### config.mk
export PLATFORM = sky130hd
export DESIGN_NAME = monitor_time_tag_pointers
export DESIGN_NICKNAME = d
export VERILOG_FILES = /design/src/time_tag_pkg.sv /design/src/time_tag_counter.sv /design/src/time_tag_match.sv /design/src/monitor_time_tag_pointers.sv
export SDC_FILE = /design/constraint.sdc
export NUM_CORES = 1
export LEC_CHECK = 0
export ABC_AREA = 1
export BUFFER_PORTS_ARGS = -buffer_cell sky130_fd_sc_hd__buf_2
export CORE_MARGIN = 1.5
export CORE_UTILIZATION = 45
export DETAILED_ROUTE_END_ITERATION = 12
export PLACE_DENSITY = 0.69
export SLEW_MARGIN = 25
export SYNTH_ARGS = -nofsm -noshare
export SYNTH_HDL_FRONTEND = slang
export SYNTH_SLANG_ARGS = --single-unit
export TNS_END_PERCENT = 10
### constraint.sdc
create_clock -name sys_clk -period 3.3 [get_ports sys_clk]
set_input_delay 0.33 -clock sys_clk [delete_from_list [all_inputs] [get_ports sys_clk]]
set_output_delay 0.33 -clock sys_clk [all_outputs]
set_load 0.01 [all_outputs]
### src/time_tag_pkg.sv
// Constants shared by the monitor time tag and pointer block.
// Assumes a 16-bit host register port with word addresses.
package time_tag_pkg;

  // ********************
  // Register port geometry
  // ********************
  localparam int unsigned ADDR_WIDTH = 8;
  localparam int unsigned DATA_WIDTH = 16;
  localparam int unsigned TAG_WIDTH  = 48;

  // ********************
  // Register offsets (word addresses)
  // ********************
  localparam logic [7:0] OFS_MONITOR_CONFIG       = 8'h29;
  localparam logic [7:0] OFS_ADDRESS_LIST_BASE    = 8'h2F;
  localparam logic [7:0] OFS_NEXT_MESSAGE_POINTER = 8'h30;
  localparam logic [7:0] OFS_LAST_MESSAGE_POINTER = 8'h31;
  localparam logic [7:0] OFS_TIME_COUNTER_CONFIG  = 8'h39;
  localparam logic [7:0] OFS_TIME_COUNT_LOW       = 8'h3A;
  localparam logic [7:0] OFS_TIME_COUNT_MID       = 8'h3B;
  localparam logic [7:0] OFS_TIME_COUNT_HIGH      = 8'h3C;
  localparam logic [7:0] OFS_TIME_UTILITY_LOW     = 8'h3D;
  localparam logic [7:0] OFS_TIME_UTILITY_MID     = 8'h3E;
  localparam logic [7:0] OFS_TIME_UTILITY_HIGH    = 8'h3F;
  localparam logic [7:0] OFS_TIME_MATCH_LOW       = 8'h40;
  localparam logic [7:0] OFS_TIME_MATCH_MID       = 8'h41;
  localparam logic [7:0] OFS_TIME_MATCH_HIGH      = 8'h42;

  // ********************
  // Field positions and reset values
  // ********************
  localparam int unsigned BIT_ALWAYS_ONE       = 0;
  localparam int unsigned BIT_WIDE_TIME_TAG    = 1;
  localparam int unsigned BIT_EXTENDED_FLAG    = 2;
  localparam int unsigned CMD_FIELD_LSB        = 14;
  localparam logic [15:0] ADDRESS_LIST_RESET   = 16'h00B0;
  localparam logic [15:0] WORD_ZERO            = 16'h0000;
  localparam logic [47:0] TAG_ZERO             = 48'h0000_0000_0000;
  localparam logic [47:0] TAG_ONE              = 48'h0000_0000_0001;

  // Command buffer entry length in words for each tag width
  localparam logic [3:0] ENTRY_WORDS_NARROW = 4'h4;
  localparam logic [3:0] ENTRY_WORDS_WIDE   = 4'h8;

  // Counter commands written into bits 15-14 of the counter config
  localparam logic [1:0] TAG_CMD_NONE    = 2'h0;
  localparam logic [1:0] TAG_CMD_CLEAR   = 2'h1;
  localparam logic [1:0] TAG_CMD_CAPTURE = 2'h2;
  localparam logic [1:0] TAG_CMD_LOAD    = 2'h3;

  // Pick one 16-bit slice (0 low, 1 mid, 2 high) of a 48-bit value
  function automatic logic [15:0] tag_slice(input logic [47:0] value,
                                            input logic [1:0]  index);
    logic [15:0] slice;
    slice = WORD_ZERO;
    case (index)
      2'h0:    slice = value[15:0];
      2'h1:    slice = value[31:16];
      2'h2:    slice = value[47:32];
      default: slice = WORD_ZERO;
    endcase
    return slice;
  endfunction

endpackage

### src/time_tag_counter.sv
// Free running 16/48-bit time tag counter with clear and load.
// Assumes the tick input is a one-cycle enable from the time base.
`timescale 1ns/1ps
`default_nettype none
module time_tag_counter (
  input  wire logic                             sys_clk,
  input  wire logic                             resetn,
  input  wire logic                             tick,
  input  wire logic                             wide_mode,
  input  wire logic                             clear_cmd,
  input  wire logic                             load_cmd,
  input  wire logic [time_tag_pkg::TAG_WIDTH-1:0] load_value,
  output logic      [time_tag_pkg::TAG_WIDTH-1:0] count_q
);
  import time_tag_pkg::*;

  logic [47:0] count_d;
  logic [47:0] step;

  // ********************
  // Next count: clear, then load, then tick
  // ********************
  always_comb begin
    step    = count_q + TAG_ONE;
    count_d = count_q;
    if (clear_cmd) begin
      count_d = TAG_ZERO;
    end else if (load_cmd) begin
      count_d[15:0] = load_value[15:0];
      if (wide_mode) begin
        count_d[47:16] = load_value[47:16];
      end
    end else if (tick) begin
      if (wide_mode) begin
        count_d = step;
      end else begin
        count_d[15:0] = step[15:0];
      end
    end
  end

  // Count register; master reset or a clear command clears it, soft reset does not
  always_ff @(posedge sys_clk) begin
    if (!resetn) begin
      count_q <= TAG_ZERO;
    end else begin
      count_q <= count_d;
    end
  end

endmodule
`default_nettype wire

### src/time_tag_match.sv
// Time tag match detector producing a one-cycle event.
// Assumes the enable comes from the host interrupt enable register.
`timescale 1ns/1ps
`default_nettype none
module time_tag_match (
  input  wire logic        sys_clk,
  input  wire logic        resetn,
  input  wire logic        wide_mode,
  input  wire logic        irq_enable,
  input  wire logic [47:0] count,
  input  wire logic [47:0] match_value,
  output logic             match_event_q
);
  import time_tag_pkg::*;

  logic equal;
  logic equal_q;

  // Only the low word counts in 16-bit mode
  assign equal = (count[15:0] == match_value[15:0]) &&
                 (!wide_mode ||
                  (count[47:16] == match_value[47:16]));

  // Event on the first cycle of equality, so a held count fires once
  always_ff @(posedge sys_clk) begin
    if (!resetn) begin
      equal_q       <= 1'b0;
      match_event_q <= 1'b0;
    end else begin
      equal_q       <= equal;
      match_event_q <= equal && !equal_q && irq_enable;
    end
  end

endmodule
`default_nettype wire

### src/monitor_time_tag_pointers.sv
// Bus monitor configuration, message pointers and time tag registers.
// Assumes a host register port already decoded from the serial link,
// with one-cycle read and write strobes on an 8-bit word address, and
// a monitor core that reports message completion with a strobe.
`timescale 1ns/1ps
`default_nettype none

// Overview of operation
// - Config bit 2 enables extended status flags
// - Bit 1 clear: 16-bit tag, four-word entries
// - Bit 1 set: 48-bit tag, eight-word entries
// - Config bit 0 always reads one
// - Address list base writable, resets 0x00B0
// - Soft reset leaves address list base alone
// - Next pointer read-only, updated at message completion
// - Next pointer mirrors address list word one
// - Last pointer read-only; pointers clear on resets
// - Narrow mode: low register holds whole count
// - Wide mode: count split low, mid, high
// - Count registers ignore writes; use commands
// - Config bits 15-14 clear, capture or load
// - Load copies utility words into count
// - Capture copies count words into utility
// - Utility registers read-write, cleared on reset
// - Raise event when count equals match
// - Narrow compares low only; wide compares all
// - Match event only with enable bit set
module monitor_time_tag_pointers (
  input  wire logic                                sys_clk,
  input  wire logic                                resetn,
  input  wire logic                                monitor_soft_reset,
  input  wire logic [time_tag_pkg::ADDR_WIDTH-1:0] reg_addr,
  input  wire logic                                reg_write,
  input  wire logic                                reg_read,
  input  wire logic [time_tag_pkg::DATA_WIDTH-1:0] reg_wdata,
  output logic      [time_tag_pkg::DATA_WIDTH-1:0] reg_rdata_q,
  output logic                                     reg_rvalid_q,
  output logic                                     reg_hit_q,
  input  wire logic                                time_tick,
  input  wire logic                                message_done,
  input  wire logic [time_tag_pkg::DATA_WIDTH-1:0] message_start_addr,
  input  wire logic [time_tag_pkg::DATA_WIDTH-1:0] list_word1_pointer,
  input  wire logic                           monitor_time_match_irq_enable,
  output logic                                     extended_flag_enable,
  output logic                                     wide_time_tag_select,
  output logic      [3:0]                          entry_word_count,
  output logic      [time_tag_pkg::DATA_WIDTH-1:0] address_list_base_q,
  output logic      [time_tag_pkg::TAG_WIDTH-1:0]  time_count,
  output logic                                     time_match_event_q
);
  import time_tag_pkg::*;

  // ********************
  // Storage
  // ********************
  logic        extended_flag_q;
  logic        wide_tag_q;
  logic [15:0] next_message_pointer_q;
  logic [15:0] last_message_pointer_q;
  logic [47:0] utility_q;
  logic [47:0] match_q;
  logic [47:0] count_q;
  logic [15:0] read_word;
  logic        read_hit;
  logic        write_command;
  logic [1:0]  command;
  logic        clear_cmd;
  logic        capture_cmd;
  logic        load_cmd;

  // ********************
  // Counter command decode
  // ********************

  // A write to the counter config carries the command in bits 15-14
  assign write_command = reg_write && (reg_addr == OFS_TIME_COUNTER_CONFIG);
  assign command       = reg_wdata[CMD_FIELD_LSB +: 2];
  assign clear_cmd     = write_command && (command == TAG_CMD_CLEAR);
  assign capture_cmd   = write_command && (command == TAG_CMD_CAPTURE);
  assign load_cmd      = write_command && (command == TAG_CMD_LOAD);

  // ********************
  // Monitor configuration
  // ********************

  // Extended flags and tag width; bit 0 is hard-wired on read
  always_ff @(posedge sys_clk) begin
    if (!resetn || monitor_soft_reset) begin
      extended_flag_q <= 1'b0;
      wide_tag_q      <= 1'b0;
    end else if (reg_write && (reg_addr == OFS_MONITOR_CONFIG)) begin
      extended_flag_q <= reg_wdata[BIT_EXTENDED_FLAG];
      wide_tag_q      <= reg_wdata[BIT_WIDE_TIME_TAG];
    end
  end

  // Status word recorder takes the flag set and entry length from here
  assign extended_flag_enable = extended_flag_q;
  assign wide_time_tag_select = wide_tag_q;
  assign entry_word_count     = wide_tag_q ? ENTRY_WORDS_WIDE
                                           : ENTRY_WORDS_NARROW;

  // ********************
  // Address list base
  // ********************

  // Master reset only; a soft reset must not lose the table base
  always_ff @(posedge sys_clk) begin
    if (!resetn) begin
      address_list_base_q <= ADDRESS_LIST_RESET;
    end else if (reg_write && (reg_addr == OFS_ADDRESS_LIST_BASE)) begin
      address_list_base_q <= reg_wdata;
    end
  end

  // ********************
  // Message pointers
  // ********************

  // Both pointers load only when a message completes; master or soft reset clears them
  always_ff @(posedge sys_clk) begin
    if (!resetn || monitor_soft_reset) begin
      next_message_pointer_q <= WORD_ZERO;
      last_message_pointer_q <= WORD_ZERO;
    end else if (message_done) begin
      next_message_pointer_q <= list_word1_pointer;
      last_message_pointer_q <= message_start_addr;
    end
  end

  // ********************
  // Time tag utility registers
  // ********************

  // Host writes, or a capture of the running count
  always_ff @(posedge sys_clk) begin
    if (!resetn) begin
      utility_q <= TAG_ZERO;
    end else if (capture_cmd) begin
      utility_q[15:0] <= count_q[15:0];
      if (wide_tag_q) begin
        utility_q[47:16] <= count_q[47:16];
      end
    end else if (reg_write) begin
      case (reg_addr)
        OFS_TIME_UTILITY_LOW: begin
          utility_q[15:0] <= reg_wdata;
        end
        OFS_TIME_UTILITY_MID: begin
          utility_q[31:16] <= reg_wdata;
        end
        OFS_TIME_UTILITY_HIGH: begin
          utility_q[47:32] <= reg_wdata;
        end
        default: begin
          utility_q <= utility_q;
        end
      endcase
    end
  end

  // ********************
  // Time tag match registers
  // ********************

  // Plain host storage, cleared on master reset
  always_ff @(posedge sys_clk) begin
    if (!resetn) begin
      match_q <= TAG_ZERO;
    end else if (reg_write) begin
      case (reg_addr)
        OFS_TIME_MATCH_LOW: begin
          match_q[15:0] <= reg_wdata;
        end
        OFS_TIME_MATCH_MID: begin
          match_q[31:16] <= reg_wdata;
        end
        OFS_TIME_MATCH_HIGH: begin
          match_q[47:32] <= reg_wdata;
        end
        default: begin
          match_q <= match_q;
        end
      endcase
    end
  end

  // ********************
  // Counter and match detector
  // ********************

  // Count offsets are not write-decoded, so host writes drop there
  time_tag_counter u_counter (
    .sys_clk    (sys_clk),
    .resetn     (resetn),
    .tick       (time_tick),
    .wide_mode  (wide_tag_q),
    .clear_cmd  (clear_cmd),
    .load_cmd   (load_cmd),
    .load_value (utility_q),
    .count_q    (count_q)
  );

  time_tag_match u_match (
    .sys_clk       (sys_clk),
    .resetn        (resetn),
    .wide_mode     (wide_tag_q),
    .irq_enable    (monitor_time_match_irq_enable),
    .count         (count_q),
    .match_value   (match_q),
    .match_event_q (time_match_event_q)
  );

  // Count shown to the message recorder for time stamping
  assign time_count = count_q;

  // ********************
  // Read path
  // ********************

  // Mux the addressed word; unmapped addresses answer zero
  always_comb begin
    read_word = WORD_ZERO;
    read_hit  = 1'b1;
    case (reg_addr)
      OFS_MONITOR_CONFIG: begin
        read_word                    = WORD_ZERO;
        read_word[BIT_EXTENDED_FLAG] = extended_flag_q;
        read_word[BIT_WIDE_TIME_TAG] = wide_tag_q;
        read_word[BIT_ALWAYS_ONE]    = 1'b1;
      end
      OFS_ADDRESS_LIST_BASE: begin
        read_word = address_list_base_q;
      end
      OFS_NEXT_MESSAGE_POINTER: begin
        read_word = next_message_pointer_q;
      end
      OFS_LAST_MESSAGE_POINTER: begin
        read_word = last_message_pointer_q;
      end
      OFS_TIME_COUNTER_CONFIG: begin
        read_word = WORD_ZERO;
      end
      OFS_TIME_COUNT_LOW: begin
        read_word = tag_slice(count_q, 2'h0);
      end
      OFS_TIME_COUNT_MID: begin
        read_word = tag_slice(count_q, 2'h1);
      end
      OFS_TIME_COUNT_HIGH: begin
        read_word = tag_slice(count_q, 2'h2);
      end
      OFS_TIME_UTILITY_LOW: begin
        read_word = tag_slice(utility_q, 2'h0);
      end
      OFS_TIME_UTILITY_MID: begin
        read_word = tag_slice(utility_q, 2'h1);
      end
      OFS_TIME_UTILITY_HIGH: begin
        read_word = tag_slice(utility_q, 2'h2);
      end
      OFS_TIME_MATCH_LOW: begin
        read_word = tag_slice(match_q, 2'h0);
      end
      OFS_TIME_MATCH_MID: begin
        read_word = tag_slice(match_q, 2'h1);
      end
      OFS_TIME_MATCH_HIGH: begin
        read_word = tag_slice(match_q, 2'h2);
      end
      default: begin
        read_word = WORD_ZERO;
        read_hit  = 1'b0;
      end
    endcase
  end

  // Read data is registered and held until the next read
  always_ff @(posedge sys_clk) begin
    if (!resetn) begin
      reg_rdata_q  <= WORD_ZERO;
      reg_rvalid_q <= 1'b0;
      reg_hit_q    <= 1'b0;
    end else begin
      reg_rvalid_q <= reg_read;
      if (reg_read) begin
        reg_rdata_q <= read_word;
        reg_hit_q   <= read_hit;
      end
    end
  end

endmodule
`default_nettype wire

==> flow_summary.json, run 1 <==
{
  "status": "complete, no violations",
  "crit_cells": 8,
  "hp-class": "in -> reg",
  "initialDrtViolationCount": 1682,
  "synthCells": 1989,
  "reg2reg_slack_ns": 0.71,
  "tns_ns": 0,
  "globalplace.congestion": 1.06,
  "yosys.cell_types.count": 33,
  "path_delay_family": "simple AND/OR/NAND/NOR gates",
  "crit_chain": "nand2_1 > nor2_1 > nand2_1 > nor2_1 > nand2_1 > o21ai_0 > nand3_1 > a21oi_1",
  "leakagePower_nw": 5.84,
  "cpMostUsedCell": "nand2_1",
  "io_buffer_count": 150,
  "clock-sinks": 214,
  "fmax_mhz": 386,
  "grt_pass1_vias": 12700,
  "grt_pass1_wl_um": 77400,
  "yosys_warnings": 0,
  "die_area_um2": 28100,
  "yosysTopAreaCellShare_pct": 35.2,
  "finalCritPeriodShare_pct": 78.4,
  "worst-path-max-fanout": 12,
  "die_x_um": 168,
  "ios": 153,
  "synth.largest_area_cell": "dfxtp_1",
  "std_cell_rows": 60,
  "synth_edf_count": 0,
  "htreeDepth": 1,
  "critPathLaunch": "u_counter.count_q[11]$_SDFFE_PP0P_",
  "fp.dieH_um": 168,
  "cts_made_buffers": 26,
  "grt-ovfl-total": 0,
  "hold_viol_final": 0,
  "synthTopCellsByArea": "dfxtp_1 (35%), nand2_1 (16%), nand3_1 (8.8%), o21ai_0 (8.4%), nor2_1 (8.2%)",
  "fin_area_um2": 14000,
  "clock_path_buffers": 3,
  "clock_skew_ns": 0.0152,
  "endpoint_kind": "register",
  "crit_type": "reg -> reg",
  "hold_end": "u_match.match_event_q$_SDFF_PN0_",
  "required_ns": 3.76,
  "final_antenna_net_count": 0,
  "max_slew_margin_pct": 37.1,
  "synth_top_flop_cell": "dfxtp_1",
  "vias_per_cell": 5.83,
  "wl_um": 52100,
  "drc_errors": 0,
  "cp-start-kind": "register",
  "slowest_delay_ns": 0.67,
  "place_area_um2": 13000,
  "period_needed_ns": 2.59,
  "drive_gt1_share_pct": 11.4,
  "path_buf_inv": 0,
  "postCtsHoldBufs": 0,
  "syn_area_um2": 12200,
  "wl_per_cell_um": 21.4,
  "cts_tree": "yes",
  "area_delta_synth_final_pct": 14.6,
  "vias": 14200,
  "antenna_found_initial": 0,
  "clockRootBuffer": "clkbuf_16",
  "track_usage_pct": 36.2,
  "dp_hpwl_um": 38700,
  "powerDensity_nw_per_um2": 434,
  "antenna_cells": 0,
  "worst_setup_hold_path_clk_slew_ns": 0.06,
  "irDropWorstVdd_mv": 0.344,
  "cap_violations": 0,
  "regToRegEndpoint": "u_counter.count_q[27]$_SDFFE_PP0P_",
  "synth-async-reset-ratio_pct": 0,
  "avgSynthCellArea_um2": 6.12,
  "drv_slew": 0,
  "tightest_slew_ns": 0.942,
  "nNetsFinal": 2138,
  "cp_slowest_cell": "dfxtp_1",
  "drt-pass1-iter-count": 8,
  "post_cts_buffers": 0,
  "initial_core_util_pct": 45.6,
  "grt_max_degree": 100,
  "cts.repair.resized": 0,
  "coreArea_um2": 26700,
  "synth_seq_area_share_pct": 35.2,
  "synth_seq_cells": 214,
  "worstPathArrival_ns": 3.05,
  "min_path_cells": 3,
  "worstHoldStart": "monitor_time_match_irq_enable",
  "setup_viol": 0,
  "r2r-start": "u_counter.count_q[11]$_SDFFE_PP0P_",
  "insertion_delay_ns": 0.54,
  "ff2ff_path_depth": 8,
  "rsz0062_at_grt": "false"
}
==> layer usage <==
metal  wire length, µm  up-vias  track usage, %
met2             22500      956            55.8
met1             20500     6439            48.4
met3              6090      186            6.83
li1                  -     6615               -
met5                 0        -               0
met4              3050        0            18.4
==> area by class of cell <==
type | instances | area [µm²]
clock inverter | 8 | 118
inverter | 166 | 624
multi-input combinational | 1493 | 6750
timing repair buffer | 172 | 928
fill | 2799 | 12800
tap | 341 | 427
sequential | 214 | 4280
clock buffer | 39 | 821
==> worst reg2reg max path: stages, from the launching register on <==
cell     delay (ns)
dfxtp_1        0.67
nand2_1        0.15
nor2_1         0.31
nand2_1        0.09
nor2_1         0.66
nand2_1        0.17
o21ai_0        0.19
nand3_1        0.10
a21oi_1        0.19
==> metrics by stage <==
| step | cells | power (mW) | utilization, % | hold slack, ns | worst slack [ns] |
|---|---|---|---|---|---|
| after floorplan | 1990 | 2.84 | - | 0.428 | 1.57 |
| after global placement | 2386 | 2.98 | 48.7 | 0.441 | 0.658 |
| after detailed placement | 2386 | 2.99 | 48.7 | 0.450 | 0.620 |
| after CTS | 2433 | 6.05 | 52.2 | 0.0144 | 0.795 |
| after global routing | 2433 | 6.18 | 52.2 | 0.0285 | 0.518 |
| final | 2433 | 6.06 | 52.2 | 0.0236 | 0.712 |
==> report_power, final <==
part	switching [mW]	leakage [nW]	internal [mW]
logic	0.236	3.65	0.0823
clock network	1.18	0.465	1.94
registers	0.0172	1.73	2.61
total	1.43	5.84	4.63
==> cell families after synthesis <==
| group | after synthesis | share of synthesized area, % |
|---|---|---|
| fa+ha+maj | 1 | 0.103 |
| compound gates | 397 | 16.6 |
| simple gates | 1056 | 35.9 |
| flops | 214 | 35.2 |
| buf+inv | 283 | 9.46 |
| other cells | 1 | 0.0308 |
| xor+xnor | 37 | 2.66 |
==> sequential cells by signal (all words and copies together), names as in the netlist <==
name                    cells
match_q                    48
next_message_pointer_q     16
utility_q                  48
u_counter.count_q          48
reg_rdata_q                16
extended_flag_enable        1
address_list_base_q        16
reg_rvalid_q                1
last_message_pointer_q     16
wide_time_tag_select        1
u_match.match_event_q       1
reg_hit_q                   1
u_match.equal_q             1
==> synthesized netlist by cell type, drive strengths merged, types with 4 or more instances <==
| master | count |
|---|---|
| nor3 | 4 |
| a211oi | 5 |
| o22ai | 9 |
| xnor2 | 18 |
| buf | 49 |
| nor2 | 273 |
| nand4 | 28 |
| o21ai | 211 |
| dfxtp | 214 |
| nand3 | 215 |
| xor2 | 19 |
| clkinv | 5 |
| nand2 | 536 |
| clkbuf | 68 |
| inv | 161 |
| a21oi | 171 |
==> worst max path at each step <==
stage                                         end  slack, ns
6_report       u_counter.count_q[27]$_SDFFE_PP0P_       0.71
4_1_cts        u_counter.count_q[27]$_SDFFE_PP0P_       0.80
3_3_place_gp           utility_q[14]$_SDFFE_PN0P_       0.66
5_1_grt        u_counter.count_q[19]$_SDFFE_PP0P_       0.52
2_1_floorplan  u_counter.count_q[24]$_SDFFE_PP0P_       1.57
3_5_place_dp           utility_q[14]$_SDFFE_PN0P_       0.62
==> layout by cell type (no fill, tap or decap), types with 6 or more instances in the layout <==
cell type / count
a21oi_1: 170
buf_2: 150
buf_4: 21
clkbuf_16: 27
clkbuf_8: 10
dfxtp_1: 214
inv_1: 159
nand2_1: 529
nand3_1: 213
nand4_1: 28
nor2_1: 265
nor2_2: 6
o21ai_0: 204
o21ai_1: 7
o22ai_1: 9
xnor2_1: 18
xor2_1: 19
Note: power is estimated with default switching activity, not from simulation.
==> run 2, diff against run 1 <==
Settings changed: ABC_AREA 1 to 0, PLACE_DENSITY 0.69 to 0.72.
Clock period 3.3 ns to 2.1 ns, I/O delays scaled along.
==> flow_summary.json, run 2 <==
{
  "irDropWorstVdd_mv": 0.558,
  "dp_hpwl_um": 37400,
  "die_area_um2": 26400,
  "coreArea_um2": 25000,
  "synth_seq_area_share_pct": 37.5,
  "antenna_found_initial": 0,
  "required_ns": 2.56,
  "worstPathArrival_ns": 2.58,
  "grt-ovfl-total": 0,
  "globalplace.congestion": 1.05,
  "clock-sinks": 214,
  "synthCells": 1410,
  "initialDrtViolationCount": 1947,
  "track_usage_pct": 37.3,
  "yosysTopAreaCellShare_pct": 37.5,
  "drive_gt1_share_pct": 27.1,
  "leakagePower_nw": 6.55,
  "avgSynthCellArea_um2": 8.11,
  "clockRootBuffer": "clkbuf_16",
  "holdWs_ns": 0.0459,
  "tightest_slew_ns": 0.498,
  "max_slew_margin_pct": 66.0,
  "syn_area_um2": 11400,
  "yosys.cell_types.count": 73,
  "cts_tree": "yes",
  "worst_setup_hold_path_clk_slew_ns": 0.06,
  "std_cell_rows": 58,
  "worst-path-max-fanout": 6,
  "status": "finished, violations left",
  "synth_commonest_cells": "dfxtp_1 (214), nor2_1 (182), nand2_1 (143)",
  "fmax_mhz": 471,
  "clock_skew_ns": 0.0247,
  "fillers": 2230,
  "vias": 12800,
  "area_delta_synth_final_pct": 33.4,
  "drt-pass1-iter-count": 6,
  "yosys_warnings": 0,
  "ff2ff_path_depth": 8,
  "clock_path_buffers": 3,
  "drc_errors": 0,
  "drv_slew": 0,
  "reg.largest.list": "match_q: 48 flops, u_counter.count_q: 48 flops, utility_q: 48 flops",
  "final_antenna_net_count": 0,
  "cap_violations": 0,
  "layout_common_cells": "dfxtp_1 (204), buf_4 (203), nor2_1 (181)",
  "synth_most_common_cell": "dfxtp_1",
  "cp-start-kind": "register",
  "grt_pass1_vias": 11800,
  "cts_made_buffers": 25,
  "reg2reg_slack_ns": -0.02,
  "ios": 153,
  "crit_type": "reg -> reg",
  "synth_edf_count": 0,
  "crit_chain": "ha_4 > nand4_1 > buf_4 > nor4_4 > nand3_2 > buf_6 > or4_4 > o211ai_1",
  "synth_top_flop_cell": "dfxtp_1",
  "period_needed_ns": 2.12,
  "synth_seq_cells": 214,
  "hp-class": "in -> reg",
  "critPathLaunch": "u_counter.count_q[0]$_SDFFE_PP0P_",
  "wl_um": 50300,
  "rsz0062_at_grt": "true",
  "vias_per_cell": 6.26,
  "synth-async-reset-ratio_pct": 0,
  "grt_max_degree": 83,
  "finalWorstSetupSlack_ns": -0.0224,
  "fp.dieH_um": 162,
  "cp_slowest_cell": "or4_4",
  "initial_core_util_pct": 45.7,
  "die_x_um": 162,
  "finalCritPeriodShare_pct": 101,
  "crit_path_end": "u_counter.count_q[34]$_SDFFE_PP0P_",
  "finalPower_mw": 9.51,
  "nNetsFinal": 1767,
  "endpoint_kind": "register",
  "antenna_cells": 0,
  "wl_per_cell_um": 24.5,
  "final_common_cell": "dfxtp_1",
  "hold_viol_final": 0,
  "synthTopCellsByArea": "dfxtp_1 (37%), mux2i_1 (11%), nor2_1 (6.0%), nand2_1 (4.7%), a21oi_1 (3.9%)",
  "grt_pass1_wl_um": 73700,
  "tns_ns": -0.0376,
  "powerDensity_nw_per_um2": 623,
  "slowest_delay_ns": 0.46,
  "violations": "setup timing",
  "insertion_delay_ns": 0.54,
  "regToRegEndpoint": "u_counter.count_q[34]$_SDFFE_PP0P_",
  "r2r-start": "u_counter.count_q[0]$_SDFFE_PP0P_",
  "synth.largest_area_cell": "dfxtp_1",
  "setup_viol": 2,
  "io_buffer_count": 150,
  "htreeDepth": 1
}
run 2: cell types whose count changed in the layout (fill, tap and decap cells not counted), moves of 84 or more:
cell     previous run  this run
nand2_1           529       143
o21ai_0           204        44
nand3_1           213        48
inv_1             159        12
buf_4              21       203
mux2i_1             0       131
nor2_1            265       181
run 2: per-layer routing:
metal	part of all wire, %	GRT usage [%]	up-vias
met5	0	0	-
met4	4.7	14.1	0
met3	12	6.67	175
met2	43	56.8	942
met1	40	52.4	6052
li1	-	-	5660
run 2: what timing repair did:
item,CTS,global route
endpoints found under the setup margin,7,15
pin swaps,3,10
resized for setup,6,20
hold buffers,34,0
endpoints found under the hold margin,36,0
gates cloned,0,1
buffers inserted,1,4
run 2: critical path, delay by kind of cell, from the launching register on:
family	cells	cell delay [ns]
simple gates	4	1.07
flops	1	0.37
buf+inv	2	0.36
fa+ha+maj	1	0.14
compound gates	1	0.11
run 2: power by group:
group | internal (mW) | switching, mW | leakage (nW)
Combinational | 0.333 | 0.484 | 4.39
Sequential | 4.10 | 0.0440 | 1.73
Clock | 2.76 | 1.78 | 0.422
run 2: logic make-up after synthesis:
logic type,Yosys count,share of synthesized area [%]
simple gates,514,20.9
compound gates,324,18.9
flops,214,37.5
buf+inv,155,5.42
mux,137,12.3
xor+xnor,64,4.90
fa+ha+maj,1,0.109
other cells,1,0.0328
run 2: area by class of cell:
class | instances | area [µm²] | share of cell area, %
Sequential cell | 214 | 4300 | 28.2
Tap cell | 330 | 413 | 2.71
Multi-Input combinational cell | 1042 | 6690 | 43.9
Timing Repair Buffer | 404 | 2930 | 19.2
Inverter | 15 | 56.3 | 0.369
Clock inverter | 11 | 139 | 0.910
Clock buffer | 34 | 719 | 4.72
run 2: how the worst min path moves through the flow:
stage,from,end,slack (ns),depth (start not counted)
5_1_grt,resetn,utility_q[32]$_SDFFE_PN0P_,0.05,3
4_1_cts,resetn,utility_q[32]$_SDFFE_PN0P_,0.04,3
6_report,resetn,utility_q[32]$_SDFFE_PN0P_,0.05,3
3_3_place_gp,list_word1_pointer[14],next_message_pointer_q[14]$_SDFFE_PP0P_,0.44,3
2_1_floorplan,reg_wdata[4],address_list_base_q[4]$_SDFFE_PN1P_,0.34,2
3_5_place_dp,monitor_time_match_irq_enable,u_match.match_event_q$_SDFF_PN0_,0.45,2
run 2: per-stage QoR:
stage	std cells	setup WS [ns]	instance area (µm²)	utilization, %
CTS	2045	-0.00371	15200	60.5
finish	2050	-0.0224	15300	60.9
floorplan	1411	-0.0700	11600	-
global placement	1965	-0.281	13900	55.6
global route	2050	-0.0722	15300	60.9
detailed placement	1965	-0.282	13900	55.6
==> run 3, diff against run 2 <==
Settings changed: PLACE_DENSITY 0.72 to not set, PLACE_DENSITY_LB_ADDON set to 0.12, SLEW_MARGIN 25 to 20.
==> flow_summary.json, run 3 (same netlist as run 2, synthesis figures left out) <==
{
  "worst-path-max-fanout": 8,
  "status": "complete, no violations",
  "track_usage_pct": 38.5,
  "std_cell_rows": 58,
  "hp-class": "in -> reg",
  "insertion_delay_ns": 0.54,
  "powerDensity_nw_per_um2": 621,
  "path_delay_family": "simple AND/OR/NAND/NOR gates",
  "die_area_um2": 26400,
  "coreArea_um2": 25000,
  "dp_hpwl_um": 38900,
  "top_layer_used": "met4",
  "grt_pass1_vias": 11400,
  "clock-sinks": 214,
  "crit_chain": "ha_4 > nand4_1 > nor4_2 > buf_4 > nand3_4 > buf_6 > or4_4 > o211ai_1",
  "drc_errors": 0,
  "antenna_cells": 0,
  "grt_pass1_wl_um": 74700,
  "reg2reg_slack_ns": 0.04,
  "wl_um": 51900,
  "finalCritPeriodShare_pct": 98.2,
  "place_area_um2": 13900,
  "worst_setup_hold_path_clk_slew_ns": 0.07,
  "wl_per_cell_um": 25.5,
  "drive_gt1_share_pct": 26.2,
  "hold_viol_final": 0,
  "cts_tree": "yes",
  "globalplace.congestion": 1.04,
  "dp_cells": 1952,
  "clock_path_buffers": 3,
  "rsz0062_at_grt": "true",
  "area_delta_synth_final_pct": 32.7,
  "drt-pass1-iter-count": 6,
  "ios": 153,
  "clock_skew_ns": 0.0192,
  "initialDrtViolationCount": 1759,
  "drv_slew": 0,
  "crit_type": "reg -> reg",
  "htreeDepth": 1,
  "reg.largest.list": "match_q: 48 flops, u_counter.count_q: 48 flops, utility_q: 48 flops",
  "period_needed_ns": 2.06,
  "cap_violations": 0,
  "cp_slowest_cell": "or4_4",
  "fmax_mhz": 485,
  "antenna_found_initial": 0,
  "tns_ns": 0,
  "slowest_delay_ns": 0.48,
  "io_buffer_count": 150,
  "finalPower_mw": 9.42,
  "layout_common_cells": "dfxtp_1 (202), buf_4 (183), nor2_1 (182)",
  "wl_met3_um": 5410,
  "fp.dieH_um": 162,
  "cts_made_buffers": 24,
  "final_antenna_net_count": 0,
  "initial_core_util_pct": 45.7,
  "final_common_cell": "dfxtp_1",
  "clockRootBuffer": "clkbuf_16",
  "grt_max_degree": 83,
  "irDropWorstVdd_mv": 0.730,
  "worstPathArrival_ns": 2.51,
  "m1WireLength_um": 21700,
  "endpoint_kind": "register",
  "cp-start-kind": "register",
  "required_ns": 2.55,
  "vias_per_cell": 6.14,
  "grt-ovfl-total": 0,
  "nNetsFinal": 1752,
  "wl_met2_um": 23200,
  "setup_viol": 0,
  "vias": 12500,
  "die_x_um": 162,
  "leakagePower_nw": 6.46,
  "fin_area_um2": 15200,
  "path_buf_inv": 2,
  "stdcell_count": 2034
}
[run 3: cell types whose count changed in the layout (fill, tap and decap cells not counted), sizes merged]
cell	change
bufinv	-1
clkinv	-2
inv	-1
clkinvlp	-2
clkbuf	+4
buf	-14
[run 3: worst min-delay path, cell delays in order]
cell      delay, ns
buf_2          0.07
nand2b_1       0.18
a21oi_1        0.06
[run 3: report_power, final]
group | switching [mW] | internal [mW] | total (mW)
Clock | 1.76 | 2.69 | 4.45
Combinational | 0.497 | 0.328 | 0.825
Sequential | 0.0456 | 4.10 | 4.15
Total | 2.30 | 7.12 | 9.42
[run 3: area by class of cell]
type / count / area [µm²]
sequential: 214 / 4300
clock buffer: 38 / 754
multi-input combinational: 1042 / 6690
tap: 330 / 413
inverter: 15 / 56.3
clock inverter: 5 / 75.1
fill: 2292 / 9870
timing repair buffer: 390 / 2880
[run 3: worst paths after layout]
check,startpoint,endpoint,cells after the start
hold / removal,monitor_soft_reset,extended_flag_enable$_SDFFE_PP0P_,3
setup / recovery,u_counter.count_q[0]$_SDFFE_PP0P_,u_counter.count_q[46]$_SDFFE_PP0P_,8
setup reg to reg,u_counter.count_q[0]$_SDFFE_PP0P_,u_counter.count_q[46]$_SDFFE_PP0P_,8
hold reg to reg,reg_rdata_q[3]$_SDFFE_PN0P_,reg_rdata_q[3]$_SDFFE_PN0P_,2
[run 3: timing repair]
action / CTS / global route
pin swaps: 1 / 8
endpoints found under the hold margin: 36 / 0
setup buffers: 0 / 5
hold buffers: 34 / 0
endpoints found under the setup margin: 5 / 16
gates resized for setup: 4 / 24
[run 3: layer usage]
metal	vias up	global-route usage, %
met5	-	0
met4	0	12.3
li1	5645	-
met1	5988	54.5
met3	120	6.32
met2	726	59.8
[run 3: per-stage QoR]
step | hold slack, ns | worst slack [ns] | util [%]
final | 0.0469 | 0.0375 | 60.6
after global routing | 0.0489 | -0.0971 | 60.6
after CTS | 0.0345 | -0.0552 | 60.1
after detailed placement | 0.445 | -0.361 | 55.4
after global placement | 0.439 | -0.364 | 55.4
after floorplan | 0.335 | -0.0700 | -
